**src/verilog/acs_pkg.sv**
```systemverilog
package acs_pkg;

    // Register offsets.
    localparam logic [7:0] OSR_ADDR    = 8'h14;
    localparam logic [7:0] BUDGET_ADDR = 8'h15;
    localparam logic [7:0] DECIM_ADDR  = 8'h16;
    localparam logic [7:0] CKSRC_ADDR  = 8'h19;
    localparam logic [7:0] CKDIV_ADDR  = 8'h1a;
    localparam logic [7:0] SIF_ADDR    = 8'h1b;
    localparam logic [7:0] SLOT_ADDR   = 8'h1c;
    localparam logic [7:0] OFFEN_ADDR  = 8'h26;

    // Reset values.
    localparam logic [7:0] OSR_RST    = 8'h80;
    localparam logic [7:0] BUDGET_RST = 8'h80;
    localparam logic [7:0] DECIM_RST  = 8'h04;
    localparam logic [7:0] CKSRC_RST  = 8'h00;
    localparam logic [7:0] CKDIV_RST  = 8'h01;
    localparam logic [7:0] SIF_RST    = 8'h00;
    localparam logic [7:0] SLOT_RST   = 8'h00;
    localparam logic [7:0] OFFEN_RST  = 8'h00;

    // Writable bits per register.
    localparam logic [7:0] DECIM_WMASK = 8'h0f;
    localparam logic [7:0] CKSRC_WMASK = 8'h07;
    localparam logic [7:0] SIF_WMASK   = 8'hfd;
    localparam logic [7:0] OFFEN_WMASK = 8'h01;

    // Field positions.
    localparam int SIF_FMT_LSB  = 6;
    localparam int SIF_WL_LSB   = 4;
    localparam int SIF_BCLK_BIT = 3;
    localparam int SIF_WCLK_BIT = 2;
    localparam int SIF_TRI_BIT  = 0;
    localparam int CKDIV_PWR    = 7;
    localparam int OFFEN_BIT    = 0;

    // Half frame in bit clocks, bit clock half period in cycles.
    localparam int HALF_BITS        = 32;
    localparam int BCLK_HALF_CYCLES = 4;

    typedef enum logic [1:0] {
        ACS_FMT_I2S   = 2'b00,
        ACS_FMT_DSP   = 2'b01,
        ACS_FMT_RIGHT = 2'b10,
        ACS_FMT_LEFT  = 2'b11
    } acs_fmt_t;

    typedef enum logic [2:0] {
        ACS_SRC_MCLK = 3'b000,
        ACS_SRC_BCLK = 3'b001,
        ACS_SRC_PLL  = 3'b011,
        ACS_SRC_CONV = 3'b110,
        ACS_SRC_MOD  = 3'b111
    } acs_src_t;

    // Stereo sample pair, right aligned in each word.
    typedef struct packed {
        logic [31:0] left;
        logic [31:0] right;
    } acs_sample_t;

endpackage

```
**src/verilog/acs_config.sv**
```systemverilog
`timescale 1ns/1ns
// How it works
// [RQ1] Oversample ratio: zero means 256, reset 128.
// [RQ2] Host keeps ratio a multiple of decimation.
// [RQ3] Instruction budget is twice code, max 510.
// [RQ4] Host keeps budget a multiple of decimation.
// [RQ5] Decimation field: zero means 16, reset 4.
// [RQ6] Host writes reserved read-only bits as reset.
// [RQ7] Host never writes the two reserved slots.
// [RQ8] Clock output source select, three reserved codes.
// [RQ9] Divider power bit, reset powered down.
// [RQ10] Divider M: zero means 128, reset 1.
// [RQ11] Serial format: I2S, DSP, right, left justified.
// [RQ12] Word length 16, 20, 24 or 32.
// [RQ13] Bit clock direction follows control bit 3.
// [RQ14] Frame clock direction follows control bit 2.
// [RQ15] Data output floats outside slots when enabled.
// [RQ16] First slot delayed 0 to 255 bit clocks.
// [RQ17] Offset applied only when enable bit set.
// [RQ18] Clock output toggles source over M, else static.
module acs_config (
    input  wire logic                sys_clk_i,
    input  wire logic                rst_i,
    input  wire logic [7:0]          reg_addr_i,
    input  wire logic [7:0]          reg_wdata_i,
    input  wire logic                reg_wr_i,
    input  wire logic                reg_rd_i,
    output logic      [7:0]          reg_rdata_o,
    input  wire logic                mclk_i,
    input  wire logic                pll_clk_i,
    input  wire logic                conv_clk_i,
    input  wire logic                modulator_clock_i,
    input  wire logic                bclk_i,
    output logic                     bclk_o,
    output logic                     bclk_oe_o,
    input  wire logic                wclk_i,
    output logic                     wclk_o,
    output logic                     wclk_oe_o,
    output logic                     dout_o,
    output logic                     dout_oe_o,
    input  wire acs_pkg::acs_sample_t sample_i,
    output logic                     sample_ack_o,
    output logic                     clock_output_o,
    output logic      [8:0]          oversample_ratio_o,
    output logic      [8:0]          instr_budget_o,
    output logic      [4:0]          decimation_o
);

    ////////////////////////////////////////////////////////////////////////////////
    // Register file.

    logic [7:0] osr, budget, decim, cksrc, ckdiv, sif, slot, offen;
    logic [7:0] next_osr, next_budget, next_decim, next_cksrc;
    logic [7:0] next_ckdiv, next_sif, next_slot, next_offen, next_rdata;
    logic [8:0] next_osr_val, next_budget_val;
    logic [4:0] next_decim_val;

    // Writes land on the addressed register; holes read as zero.
    always_comb begin
        next_osr    = osr;
        next_budget = budget;
        next_decim  = decim;
        next_cksrc  = cksrc;
        next_ckdiv  = ckdiv;
        next_sif    = sif;
        next_slot   = slot;
        next_offen  = offen;
        if (reg_wr_i) begin
            unique case (reg_addr_i)
                acs_pkg::OSR_ADDR:    next_osr    = reg_wdata_i;
                acs_pkg::BUDGET_ADDR: next_budget = reg_wdata_i;
                acs_pkg::DECIM_ADDR:  next_decim  = reg_wdata_i & acs_pkg::DECIM_WMASK;
                acs_pkg::CKSRC_ADDR:  next_cksrc  = reg_wdata_i & acs_pkg::CKSRC_WMASK;
                acs_pkg::CKDIV_ADDR:  next_ckdiv  = reg_wdata_i;
                acs_pkg::SIF_ADDR:    next_sif    = reg_wdata_i & acs_pkg::SIF_WMASK;
                acs_pkg::SLOT_ADDR:   next_slot   = reg_wdata_i;
                acs_pkg::OFFEN_ADDR:  next_offen  = reg_wdata_i & acs_pkg::OFFEN_WMASK;
                default: ;
            endcase
        end
        next_rdata = reg_rdata_o;
        if (reg_rd_i) begin
            unique case (reg_addr_i)
                acs_pkg::OSR_ADDR:    next_rdata = osr;
                acs_pkg::BUDGET_ADDR: next_rdata = budget;
                acs_pkg::DECIM_ADDR:  next_rdata = decim;
                acs_pkg::CKSRC_ADDR:  next_rdata = cksrc;
                acs_pkg::CKDIV_ADDR:  next_rdata = ckdiv;
                acs_pkg::SIF_ADDR:    next_rdata = sif;
                acs_pkg::SLOT_ADDR:   next_rdata = slot;
                acs_pkg::OFFEN_ADDR:  next_rdata = offen;
                default:              next_rdata = 8'h00;
            endcase
        end
        next_osr_val    = (osr == 8'h00) ? 9'h100 : {1'b0, osr}; // [RQ1]
        next_budget_val = {budget, 1'b0}; // [RQ3]
        next_decim_val  = (decim[3:0] == 4'h0) ? 5'h10 : {1'b0, decim[3:0]}; // [RQ5]
    end

    // Register reset values come from the package; decoded outputs reset to literals.
    always_ff @(posedge sys_clk_i or posedge rst_i) begin
        if (rst_i) begin
            osr                <= acs_pkg::OSR_RST; // [RQ1]
            budget             <= acs_pkg::BUDGET_RST;
            decim              <= acs_pkg::DECIM_RST; // [RQ5]
            cksrc              <= acs_pkg::CKSRC_RST;
            ckdiv              <= acs_pkg::CKDIV_RST; // [RQ9] [RQ10]
            sif                <= acs_pkg::SIF_RST;
            slot               <= acs_pkg::SLOT_RST;
            offen              <= acs_pkg::OFFEN_RST;
            reg_rdata_o        <= 8'h00;
            oversample_ratio_o <= 9'h080;
            instr_budget_o     <= 9'h100;
            decimation_o       <= 5'h04;
        end else begin
            osr                <= next_osr;
            budget             <= next_budget;
            decim              <= next_decim;
            cksrc              <= next_cksrc;
            ckdiv              <= next_ckdiv;
            sif                <= next_sif;
            slot               <= next_slot;
            offen              <= next_offen;
            reg_rdata_o        <= next_rdata;
            oversample_ratio_o <= next_osr_val;
            instr_budget_o     <= next_budget_val;
            decimation_o       <= next_decim_val;
        end
    end

    ////////////////////////////////////////////////////////////////////////////////
    // Pin synchronisers: a level counts once stages two and three agree.

    logic [5:0] pins, sync1, sync2, sync3, filt;
    logic [5:0] next_sync1, next_filt;

    assign pins = {modulator_clock_i, conv_clk_i, pll_clk_i, wclk_i, bclk_i, mclk_i};

    // The filter looks at stages two and three only.
    always_comb begin
        next_sync1 = pins;
        next_filt  = (~(sync2 ^ sync3) & sync3) | ((sync2 ^ sync3) & filt);
    end

    always_ff @(posedge sys_clk_i or posedge rst_i) begin
        if (rst_i) begin
            sync1 <= 6'h00;
            sync2 <= 6'h00;
            sync3 <= 6'h00;
            filt  <= 6'h00;
        end else begin
            sync1 <= next_sync1;
            sync2 <= sync1;
            sync3 <= sync2;
            filt  <= next_filt;
        end
    end

    ////////////////////////////////////////////////////////////////////////////////
    // Clock output divider.

    logic       src_lvl, src_prev, src_ok, next_cko;
    logic [6:0] ck_cnt, next_ck_cnt;
    logic [7:0] m_val;

    // Source pins sampled here, so the output is only faithful well below half sys_clk.
    always_comb begin
        src_ok = 1'b1;
        unique case (acs_pkg::acs_src_t'(cksrc[2:0])) // [RQ8]
            acs_pkg::ACS_SRC_MCLK: src_lvl = filt[0];
            acs_pkg::ACS_SRC_BCLK: src_lvl = filt[1];
            acs_pkg::ACS_SRC_PLL:  src_lvl = filt[3];
            acs_pkg::ACS_SRC_CONV: src_lvl = filt[4];
            acs_pkg::ACS_SRC_MOD:  src_lvl = filt[5];
            default: begin
                src_lvl = 1'b0;
                src_ok  = 1'b0;
            end
        endcase
        m_val       = (ckdiv[6:0] == 7'h00) ? 8'h80 : {1'b0, ckdiv[6:0]}; // [RQ10]
        next_ck_cnt = ck_cnt;
        if (src_lvl && !src_prev) begin
            next_ck_cnt = ({1'b0, ck_cnt} + 8'h01 >= m_val) ? 7'h00 : ck_cnt + 7'h01;
        end
        if (m_val == 8'h01) begin
            next_cko = src_lvl;
        end else begin
            next_cko = ({1'b0, next_ck_cnt} < (m_val >> 1)); // [RQ18]
        end
        if (!ckdiv[acs_pkg::CKDIV_PWR] || !src_ok) begin // [RQ9]
            next_ck_cnt = 7'h00;
            next_cko    = 1'b0; // [RQ18]
        end
    end

    always_ff @(posedge sys_clk_i or posedge rst_i) begin
        if (rst_i) begin
            src_prev       <= 1'b0;
            ck_cnt         <= 7'h00;
            clock_output_o <= 1'b0;
        end else begin
            src_prev       <= src_lvl;
            ck_cnt         <= next_ck_cnt;
            clock_output_o <= next_cko;
        end
    end

    ////////////////////////////////////////////////////////////////////////////////
    // Serial audio interface.

    localparam logic [9:0] HALF  = 10'(acs_pkg::HALF_BITS);
    localparam logic [9:0] FRAME = 10'(2 * acs_pkg::HALF_BITS);

    acs_pkg::acs_fmt_t fmt;
    acs_pkg::acs_sample_t shadow, next_shadow, cur;
    logic        bclk_dir, wclk_dir, tri_en;
    logic [2:0]  hcnt, next_hcnt;
    logic        bgen, next_bgen, bext_prev, wext_prev, next_wext_prev;
    logic        rise_t, fall_t, start_pend, next_start_pend;
    logic [9:0]  pos, next_pos, wl, off, start_l, start_r, rel;
    logic        in_l, in_r, next_wclk, next_dout, next_dout_oe, next_ack;
    logic [31:0] word;
    logic [4:0]  idx;

    assign fmt      = acs_pkg::acs_fmt_t'(sif[acs_pkg::SIF_FMT_LSB +: 2]); // [RQ11]
    assign bclk_dir = sif[acs_pkg::SIF_BCLK_BIT];
    assign wclk_dir = sif[acs_pkg::SIF_WCLK_BIT];
    assign tri_en   = sif[acs_pkg::SIF_TRI_BIT];

    // Bit clock ticks: internal divider or the far party's pin.
    always_comb begin
        next_hcnt = (hcnt == 3'(acs_pkg::BCLK_HALF_CYCLES - 1)) ? 3'h0 : hcnt + 3'h1;
        next_bgen = (hcnt == 3'(acs_pkg::BCLK_HALF_CYCLES - 1)) ? ~bgen : bgen;
        if (bclk_dir) begin // [RQ13]
            rise_t = (next_bgen && !bgen);
            fall_t = (!next_bgen && bgen);
        end else begin
            rise_t = (filt[1] && !bext_prev);
            fall_t = (!filt[1] && bext_prev);
        end
    end

    // Frame position, slot timing and the data shift.
    always_comb begin
        unique case (sif[acs_pkg::SIF_WL_LSB +: 2]) // [RQ12]
            2'b00: wl = 10'd16;
            2'b01: wl = 10'd20;
            2'b10: wl = 10'd24;
            2'b11: wl = 10'd32;
        endcase
        off     = offen[acs_pkg::OFFEN_BIT] ? {2'b00, slot} : 10'h000; // [RQ16] [RQ17]
        start_l = off + ((fmt == acs_pkg::ACS_FMT_I2S) ? 10'h001 : 10'h000);
        if (fmt == acs_pkg::ACS_FMT_RIGHT) begin
            start_l = off + HALF - wl;
        end
        start_r = (fmt == acs_pkg::ACS_FMT_DSP) ? start_l + wl : start_l + HALF;
        // A slave frame starts on the wclk edge that opens the left slot.
        next_wext_prev  = rise_t ? filt[2] : wext_prev;
        next_start_pend = start_pend;
        if (rise_t) begin
            if (fmt == acs_pkg::ACS_FMT_I2S) begin
                next_start_pend = start_pend | (wext_prev && !filt[2]);
            end else begin
                next_start_pend = start_pend | (!wext_prev && filt[2]);
            end
        end
        next_pos = pos;
        if (fall_t) begin
            if (wclk_dir) begin // [RQ14]
                next_pos = (pos == FRAME - 10'h001) ? 10'h000 : pos + 10'h001;
            end else if (start_pend) begin
                next_pos = 10'h000;
            end else if (pos != 10'h3ff) begin
                next_pos = pos + 10'h001;
            end
            next_start_pend = 1'b0;
        end
        unique case (fmt)
            acs_pkg::ACS_FMT_I2S: next_wclk = (next_pos >= HALF);
            acs_pkg::ACS_FMT_DSP: next_wclk = (next_pos == 10'h000);
            default:              next_wclk = (next_pos < HALF);
        endcase
        if (!fall_t) begin
            next_wclk = wclk_o;
        end
        cur         = (next_pos == 10'h000) ? sample_i : shadow;
        next_ack    = fall_t && (next_pos == 10'h000);
        next_shadow = next_ack ? sample_i : shadow;
        in_l        = (next_pos >= start_l) && (next_pos < start_l + wl);
        in_r        = (next_pos >= start_r) && (next_pos < start_r + wl);
        rel         = in_l ? next_pos - start_l : next_pos - start_r;
        idx         = 5'(wl - 10'h001 - rel);
        word        = in_l ? cur.left : cur.right;
        next_dout    = dout_o;
        next_dout_oe = dout_oe_o || !tri_en; // [RQ15]
        if (fall_t) begin
            next_dout    = (in_l || in_r) ? word[idx] : 1'b0;
            next_dout_oe = in_l || in_r || !tri_en; // [RQ15]
        end
    end

    // Frame clock and data bit change only on bit clock falling ticks so the far party samples on rising.
    always_ff @(posedge sys_clk_i or posedge rst_i) begin
        if (rst_i) begin
            hcnt         <= 3'h0;
            bgen         <= 1'b0;
            bext_prev    <= 1'b0;
            wext_prev    <= 1'b0;
            start_pend   <= 1'b0;
            pos          <= 10'h000;
            shadow       <= '0;
            bclk_o       <= 1'b0;
            bclk_oe_o    <= 1'b0;
            wclk_o       <= 1'b0;
            wclk_oe_o    <= 1'b0;
            dout_o       <= 1'b0;
            dout_oe_o    <= 1'b1;
            sample_ack_o <= 1'b0;
        end else begin
            hcnt         <= next_hcnt;
            bgen         <= next_bgen;
            bext_prev    <= filt[1];
            wext_prev    <= next_wext_prev;
            start_pend   <= next_start_pend;
            pos          <= next_pos;
            shadow       <= next_shadow;
            bclk_o       <= next_bgen;
            bclk_oe_o    <= bclk_dir; // [RQ13]
            wclk_o       <= next_wclk;
            wclk_oe_o    <= wclk_dir; // [RQ14]
            dout_o       <= next_dout;
            dout_oe_o    <= next_dout_oe;
            sample_ack_o <= next_ack;
        end
    end

endmodule // acs_config

```
**config.mk**
```make
export PLATFORM = sky130hd
export DESIGN_NAME = acs_config
export DESIGN_NICKNAME = d
export VERILOG_FILES = /design/src/verilog/acs_pkg.sv /design/src/verilog/acs_config.sv
export SDC_FILE = /design/constraint.sdc
export NUM_CORES = 1
export LEC_CHECK = 0
export ABC_CLOCK_PERIOD_IN_PS = 9300
export BUFFER_PORTS_ARGS = -buffer_cell sky130_fd_sc_hd__buf_2
export CAP_MARGIN = 20
export CORE_MARGIN = 4
export CORE_UTILIZATION = 30
export DETAILED_ROUTE_END_ITERATION = 8
export HOLD_SLACK_MARGIN = 0.05
export PLACE_DENSITY = 0.45
export SYNTH_ARGS = -nofsm -noshare
export SYNTH_HDL_FRONTEND = slang
export SYNTH_SLANG_ARGS = --single-unit
export TNS_END_PERCENT = 100
```
**constraint.sdc**
```tcl
create_clock -name sys_clk_i -period 9.3 [get_ports sys_clk_i]
set_input_delay 0.465 -clock sys_clk_i [delete_from_list [all_inputs] [get_ports sys_clk_i]]
set_output_delay 0.465 -clock sys_clk_i [all_outputs]
set_load 0.02 [all_outputs]
```
==> metrics.yaml, run 1 <==
cts:
  cts_resized: 0
  ctsLongestPathBuffers: 2
  clock-sinks: 197
  post_cts_buffers: 0
  cts_tree: "built"
  htreeDepth: 4
  path_clk_slew_ns: 0.08
  hold_buffers: 0
  root_buffer: "clkbuf_16"
  cts_buffers: 17
  clk-insertion-delay-late_ns: 0.45
detailed_routing:
  drt-vias-per-instance: 4.96
  drtIter0Drc: 436
  dr.pass1.iters: 4
  drc: 0
  post_drt_wl_per_cell_um: 17.9
  detail-route-antenna-nets: 0
  wl_um: 30600
  vias: 8465
synth:
  yosys.area.top_type_share: 0.404
  netlist_area_um2: 11700
  yosysWarnings: 0
  ys_seq_area_frac: 0.422
  synth_top_area_cell: "dfrtp_1"
  ys_types: 75
  netlist_top_cells_count: "dfrtp_1 (189), mux2_2 (117), ha_1 (75)"
  ys_ff_latch: 197
  synth_cells: 1075
  synth_ff_type: "dfrtp_1"
  avgSynthCellArea_um2: 10.9
  synth_edf_count: 0
  syn_nets: 1244
  yosysMostFrequentCell: "dfrtp_1"
  ys_top_cells_by_area: "dfrtp_1 (40%), mux2_2 (11%), ha_1 (8.0%)"
  async_flop_share: 1.00
worst_setup_path:
  cp-end-kind: "flop"
  required_ns: 9.62
  path_class: "reg2reg"
  start_kind: "flop"
  critical_path.most_common_cell: "xnor2_1"
  crit_slowest_cell: "nor2b_1"
  arrival_ns: 8.26
  max_stage_delay_ns: 0.52
  critPathMaxFanout: 5
sta:
  final.setup.tns_ns: 0
  skew_ns: 0.0135
  relSlewSlack: 0.327
  finalCriticalPeriod_ns: 7.95
  hold_violations: 0
  fmax_ghz: 0.126
  post-route-period-util: 0.854
  worst_pin_slew_ns: 1.01
  finalSetupViolations: 0
  rsz0062_at_grt: "no"
  slew_violations: 0
grt:
  grt_pass1_wl_um: 49200
  antenna_found_initial: 2
  grt_overflow: 0
  grt_pass1_vias: 8783
  grt_max_degree: 124
  grt_util_all_layers: 0.148
power:
  total_power_uw: 3210
  leakage_uw: 0.00624
  ir_drop_v: 0.000148
  power_density_nw_per_um2: 239
worst_hold_path:
  hold_path_class: "in2reg"
placement:
  place.gp.congestion: 0.804
  portBuffers: 127
  hpwl_um: 22700
finish:
  num_antenna_cells: 0
  areaGrowthSynthToFinish_pct: 14.5
  drive_gt1_frac: 0.261
  num-nets-final: 1346
  fin_util: 0.347
floorplanning:
  row_count: 72
  die_w_um: 205
  die_h_um: 205
  coreArea_um2: 38600
  io_pins: 129
  die_area_um2: 42200
  start_util: 0.303
job:
  maxCapViolCount: 0
run_status:
  status: "complete, no violations"
-- final timing paths --
check	slack (ns)	end	cells past startpoint	startpoint
min in group asynchronous	0.15	sample_ack_o	2	rst_i
max in group asynchronous	7.57	slot[2]	3	rst_i
worst min register to register	0.35	sync2[5]	0	sync1[5]
worst max-delay path	1.35	dout_o	32	sif[5]
worst max register to register	1.35	dout_o	32	sif[5]
worst min-delay path	0.12	sync1[2]	1	wclk_i
-- stage by stage --
step / hold WS (ns) / cell area, µm² / worst slack [ns] / instances
floorplan: 0.331 / 11700 / 1.80 / 1075
global placement: 0.334 / 12800 / 1.45 / 1676
detailed placement: 0.335 / 12800 / 1.33 / 1676
CTS: 0.0888 / 13400 / 1.28 / 1708
global route: 0.104 / 13400 / 0.471 / 1708
finish: 0.118 / 13400 / 1.35 / 1708
-- area by class of cell --
class,count,area (µm²)
fill,3918,25300
multi-input combinational,773,6330
sequential,197,4940
timing repair buffer,135,696
tap,518,648
clock buffer,20,447
inverter,53,206
clock inverter,12,124
-- cells by family after synthesis --
kind of cell             Yosys count  share of synthesized area
XOR/XNOR                          44                     0.0329
AO/OA/AOI/OAI                    209                      0.126
buffers and inverters            105                     0.0384
flip-flops                       197                      0.422
adder cells (fa/ha/maj)           85                     0.0922
AND/OR/NAND/NOR                  251                      0.108
other                              1                   0.000321
multiplexers                     183                      0.180
-- power breakdown --
group	switching [µW]	internal, µW	leakage [µW]
sequential	106	1040	0.00248
clock	351	382	0.000266
combinational	705	620	0.00350
-- sequential cells by signal (all words and copies together) (netlist names), 3 cells and up, named ones only --
name	count
sync2	6
decimation_o	5
osr	8
sync3	6
sync1	6
reg_rdata_o	8
budget	8
pos	10
shadow	64
slot	8
oversample_ratio_o	9
ck_cnt	7
sif	7
instr_budget_o	8
decim	4
cksrc	3
ckdiv	8
hcnt	3
-- metal layers --
layer | track usage | part of all wire
met2 | 0.238 | 0.47
met1 | 0.208 | 0.49
met4 | 0.0419 | 0.015
met5 | 0 | 0.00069
met3 | 0.0229 | 0.022
-- cells in the final DEF, fill, tap and decap left out, types with 5 or more instances in the layout --
master     Yosys  final
dfrtp_1      189    189
buf_2         11    127
mux2_2       117    117
ha_1          75     75
nand2_1       69     69
nor2_1        63     63
mux2i_1       56     56
inv_1         52     51
a21oi_1       42     42
o21ai_0       27     27
a21o_1        26     26
nand3_1       24     24
xnor2_1       24     24
nor2b_1       21     21
xor2_1        20     20
clkbuf_16      0     17
a22oi_1       15     15
a211oi_1      13     13
nand2b_1      12     12
and3_1        10     10
nor3_1        11     10
mux4_2         9      9
and2_1         8      8
nand4_1        8      8
a22o_1         8      8
o211ai_1       8      8
dfstp_2        8      8
buf_4          5      8
maj3_1         6      6
o22ai_1        6      6
a31oi_1        6      6
a2111oi_0      6      6
o2111ai_1      6      6
or4_1          5      5
o21bai_1       5      5
a211o_1        5      5
o21a_1         5      5
-- worst max-delay path, delay by kind of cell, from the launching register on --
family,cells,cell delay (ns)
XOR/XNOR,8,1.44
AND/OR/NAND/NOR,6,1.18
AO/OA/AOI/OAI,9,2.40
adder cells (fa/ha/maj),6,2.05
buffers and inverters,3,0.35
flip-flops,1,0.40
(Power assumes the default switching activity.)
==> inputs of run 2 (changes only) <==
PLACE_DENSITY = not set   (was 0.45)
==> metrics.yaml, run 2 (synthesized netlist as in run 1, its figures left out) <==
detailed_routing:
  post_drt_wl_per_cell_um: 16.8  # -6.2%
  drt-vias-per-instance: 5.06  # +2.1%
  drtIter0Drc: 504  # +16%
  wl_um: 28700  # -6.2%
  vias: 8639  # +2.1%
  detail-route-antenna-nets: 0  # unchanged
  drc: 0  # unchanged
  dr.pass1.iters: 5  # +1
worst_setup_path:
  path_class: "reg2reg"
  required_ns: 9.68  # +0.06 ns
  critPathMaxFanout: 5  # unchanged
  r2r_cells: 35  # +9.4%
  critical_path.most_common_cell: "xnor2_1"
  rr_endpoint: "dout_o"
  r2r_slack_ns: 1.39  # +0.04 ns
  arrival_ns: 8.29  # +0.03 ns
  start_kind: "flop"
  max_stage_delay_ns: 0.52  # about the same
  r2r-start: "sif[4]"
  cp-end-kind: "flop"
  crit_slowest_cell: "nor2b_1"
power:
  p_int_uw: 2060  # +0.76%
  leakage_uw: 0.00629  # +0.73%
  power_density_nw_per_um2: 240  # +0.26%
  power_switching_uw: 1180  # +1.2%
  seqPwrFrac: 0.355  # -0.003
  ir_drop_v: 0.000176  # +19%
  total_power_uw: 3230  # +0.91%
  p_comb_frac: 0.398  # -0.015
  swShare: 0.364  # +0.000967
  power_frac_clock: 0.247  # +0.018
worst_hold_path:
  min_from: "bclk_i"
  hold_end: "sync1[1]"
  holdPathStages: 1  # unchanged
  hold_path_class: "in2reg"
finish:
  layout_commonest_cell: "dfrtp_1"
  largest_register_ffs: 64  # unchanged
  layout_common_cells: "dfrtp_1 (189), buf_2 (127), mux2_2 (117)"
  num-nets-final: 1345  # -0.074%
  areaGrowthSynthToFinish_pct: 15.2
  multi_input_area_um2: 6330  # unchanged
  fillerInstances: 3849  # -1.8%
  regArea_um2: 4940  # unchanged
  drive_gt1_frac: 0.262  # +0.00106
  largest-register: "shadow"
  reg_top3: "shadow (64), pos (10), oversample_ratio_o (9)"
sta:
  slew_violations: 0  # unchanged
  skew_ns: 0.0114  # -0.00211 ns
  finalSetupViolations: 0  # unchanged
  finalCriticalPeriod_ns: 7.91  # -0.0390 ns
  relSlewSlack: 0.316  # -0.0104
  post-route-period-util: 0.850  # -0.00419
  hold_violations: 0  # unchanged
  worst_pin_slew_ns: 1.02  # +0.0156 ns
  fmax_ghz: 0.126  # +0.49%
  rsz0062_at_grt: "no"
  final.setup.tns_ns: 0  # unchanged
grt:
  grt_pass1_wl_um: 46700  # -5.1%
  grt.busiest_layer: "met2"
  grt_overflow: 0  # unchanged
  grtUsageMet3: 0.0197  # -0.00315
  grt_use_met2: 0.236  # -0.00224
  antenna_found_initial: 1  # -1
  grt.met1_usage: 0.185  # -0.0229
  grt_max_degree: 121  # -2.4%
  grt_util_all_layers: 0.139  # -0.00939
  grt_pass1_vias: 8640  # -1.6%
cts:
  path_clk_slew_ns: 0.08  # about the same
  htreeDepth: 4  # unchanged
  cts_tree: "built"
  ctsLongestPathBuffers: 2  # unchanged
  hold_buffers: 0  # unchanged
  cts_buffers: 17  # unchanged
  clock-sinks: 197  # unchanged
  root_buffer: "clkbuf_16"
  cts_resized: 0  # unchanged
  post_cts_buffers: 0  # unchanged
  clk-insertion-delay-late_ns: 0.45  # about the same
floorplanning:
  die_h_um: 205  # unchanged
  coreArea_um2: 38600  # unchanged
  io_pins: 129  # unchanged
  die_w_um: 205  # unchanged
  start_util: 0.303  # unchanged
  die_area_um2: 42200  # unchanged
  row_count: 72  # unchanged
run_status:
  status: "complete, no violations"
placement:
  portBuffers: 127  # unchanged
  hpwl_um: 21600  # -4.9%
  place.gp.congestion: 0.886  # +10%
job:
  maxCapViolCount: 0  # unchanged
-- run 2: through the flow --
stage	worst slack [ns]	hold slack, ns	cell area, µm²	instances	util
after detailed placement	1.36	0.337	12800	1675	0.332
after global routing	0.645	0.0878	13500	1708	0.349
after global placement	1.52	0.336	12800	1675	0.332
after CTS	1.33	0.0869	13500	1707	0.349
final	1.39	0.111	13500	1708	0.349
after floorplan	1.80	0.331	11700	1075	-
-- run 2: final cells by class --
class,count,share of cell area
diodes,1,0.000186
clock inverters,15,0.0176
well taps,518,0.0481
multi-input cells,773,0.470
inverters,53,0.0153
flip-flops and latches,197,0.366
clock buffers,17,0.0316
repair buffers,134,0.0510
-- run 2: power by group through the flow --
stage	clock network (µW)	registers (µW)	logic, µW
final	798	1150	1290
after global routing	854	1170	1420
after CTS	821	1150	1300
after detailed placement	0	1160	1290
after global placement	0	1160	1280
after floorplan	0	1150	1030
-- run 2: layer usage --
metal / vias up / share of wire
met5: - / 0
met4: 0 / 0.017
met3: 25 / 0.022
met2: 135 / 0.50
met1: 4360 / 0.46
li1: 4119 / -
-- run 2: critical path, delay by kind of cell, from the launching register on --
kind | cells | cell delay (ns)
buffers and inverters | 3 | 0.34
adder cells (fa/ha/maj) | 6 | 2.05
XOR/XNOR | 8 | 1.44
AND/OR/NAND/NOR | 7 | 1.27
AO/OA/AOI/OAI | 11 | 2.30
flip-flops | 1 | 0.42
-- run 2: worst max path at each step --
| stage | start | to | slack (ns) |
|---|---|---|---|
| 2_1_floorplan | sif[4] | dout_o | 1.80 |
| 3_3_place_gp | sif[4] | dout_o | 1.52 |
| 3_5_place_dp | sif[5] | dout_o | 1.36 |
| 4_1_cts | sif[4] | dout_o | 1.33 |
| 5_1_grt | sif[5] | dout_o | 0.65 |
| 6_report | sif[4] | dout_o | 1.39 |
==> inputs of run 3 (changes only) <==
RECOVER_POWER = 100   (was not set)
==> metrics.yaml, run 3 (synthesized netlist as in run 1, its figures left out) <==
placement:
  portBuffers: 127  # unchanged
  place.gp.congestion: 0.886  # unchanged
  placed_cells: 1675  # unchanged
  hpwl_um: 21600  # unchanged
worst_setup_path:
  r2r-start: "sif[4]"
  r2r_slack_ns: 1.21  # -0.18 ns
  rr_endpoint: "dout_o"
  required_ns: 9.63  # -0.05 ns
  start_kind: "flop"
  arrival_ns: 8.41  # +0.12 ns
  cp-end-kind: "flop"
  crit_slowest_cell: "clkbuf_2"
  critPathMaxFanout: 61  # +56
  max_stage_delay_ns: 1.35  # +0.83 ns
  r2r_cells: 26  # -26%
  critical_path.most_common_cell: "ha_1"
  path_class: "reg2reg"
floorplanning:
  die_area_um2: 42200  # unchanged
  die_h_um: 205  # unchanged
  io_pins: 129  # unchanged
  die_w_um: 205  # unchanged
  row_count: 72  # unchanged
  coreArea_um2: 38600  # unchanged
  start_util: 0.303  # unchanged
worst_hold_path:
  hold_path_class: "in2reg"
  min_from: "modulator_clock_i"
  holdPathStages: 1  # unchanged
  hold_end: "sync1[5]"
cts:
  ctsLongestPathBuffers: 2  # unchanged
  clk-insertion-delay-late_ns: 0.46  # about the same
  hold_buffers: 0  # unchanged
  post_cts_buffers: 0  # unchanged
  path_clk_slew_ns: 0.08  # about the same
  cts_resized: 0  # unchanged
  cts_tree: "built"
  clock-sinks: 197  # unchanged
  root_buffer: "clkbuf_16"
  htreeDepth: 4  # unchanged
  cts_buffers: 17  # unchanged
grt:
  grt_pass1_vias: 8640  # unchanged
  grt_util_all_layers: 0.139  # unchanged
  grt_pass1_wl_um: 46700  # unchanged
  grt_use_met2: 0.236  # unchanged
  grt.busiest_layer: "met2"
  grtUsageMet3: 0.0197  # unchanged
  grt.met1_usage: 0.185  # unchanged
  antenna_found_initial: 1  # unchanged
  grt_max_degree: 121  # unchanged
  grt_overflow: 0  # unchanged
sta:
  finalCriticalPeriod_ns: 8.09  # +0.180 ns
  fmax_ghz: 0.124  # -2.2%
  rsz0062_at_grt: "no"
  final.setup.tns_ns: 0  # unchanged
  hold_violations: 0  # unchanged
  finalSetupViolations: 0  # unchanged
  relSlewSlack: -2.55  # -2.87
  slew_violations: 328  # +328
  post-route-period-util: 0.870  # +0.0193
  skew_ns: 0.0114  # +0.0000482 ns
  worst_pin_slew_ns: 5.30  # +4.27 ns
finish:
  stdcell_count: 1708  # unchanged
  layout_commonest_cell: "dfrtp_1"
  num-nets-final: 1345  # unchanged
  drive_gt1_frac: 0.222  # -0.0404
  largest_register_ffs: 64  # unchanged
  areaGrowthSynthToFinish_pct: 14.5
  layout_common_cells: "dfrtp_1 (189), mux2_2 (117), buf_2 (88)"
  reg_top3: "shadow (64), pos (10), oversample_ratio_o (9)"
  largest-register: "shadow"
detailed_routing:
  vias: 8652  # +0.15%
  drtIter0Drc: 582  # +15%
  detail-route-antenna-nets: 0  # unchanged
  drc: 0  # unchanged
  drt-vias-per-instance: 5.07  # +0.15%
  dr.pass1.iters: 5  # unchanged
  wl_um: 28700  # about the same
  post_drt_wl_per_cell_um: 16.8  # about the same
power:
  ir_drop_v: 0.000164  # -7.3%
  leakage_uw: 0.00612  # -2.8%
  power_density_nw_per_um2: 243  # +1.3%
run_status:
  failed_checks: "capacitance limit, slew limit"
  status: "finished with violations"
job:
  maxCapViolCount: 4  # +4
[run 3: final cells by class]
type	count	area, µm²
Multi-Input combinational cell	773	6330
Timing Repair Buffer	134	618
Tap cell	518	648
Fill cell	3879	25200
Inverter	53	200
Clock inverter	15	238
Antenna cell	1	2.50
Clock buffer	17	425
Sequential cell	197	4940
[run 3: routing by layer]
layer	wire, µm	vias to the layer above
met2	14500	147
met1	13000	4347
li1	-	4127
met3	687	31
met4	539	0
met5	0	-
[run 3: critical path, delay by kind of cell, from the launching register on]
kind,cells,cell delay [ns]
adder cells (fa/ha/maj),4,1.34
AO/OA/AOI/OAI,11,2.89
buffers and inverters,4,1.69
flip-flops,1,0.42
AND/OR/NAND/NOR,5,1.22
XOR/XNOR,2,0.32
[run 3: how the worst max path moves through the flow]
stage,slack (ns),end,cells past startpoint,startpoint
2_1_floorplan,1.80,dout_o,38,sif[4]
3_3_place_gp,1.52,dout_o,35,sif[4]
3_5_place_dp,1.36,dout_o,35,sif[5]
4_1_cts,1.33,dout_o,35,sif[4]
5_1_grt,0.44,dout_o,24,sif[5]
6_report,1.21,dout_o,26,sif[4]
[run 3: power breakdown]
part | leakage (µW) | total (µW) | internal (µW) | switching [µW]
registers | 0.00248 | 1150 | 1040 | 108
logic | 0.00332 | 1310 | 637 | 673
clock network | 0.000316 | 798 | 402 | 395
[run 3: per-stage QoR]
stage               worst slack, ns  area, µm²  total power (µW)   util  hold WS, ns
finish                         1.21      13400              3260  0.347        0.111
global route                  0.445      13400              3470  0.347       0.0878
CTS                            1.33      13500              3270  0.349       0.0869
detailed placement             1.36      12800              2460  0.332        0.337
global placement               1.52      12800              2440  0.332        0.336
floorplan                      1.80      11700              2180      -        0.331
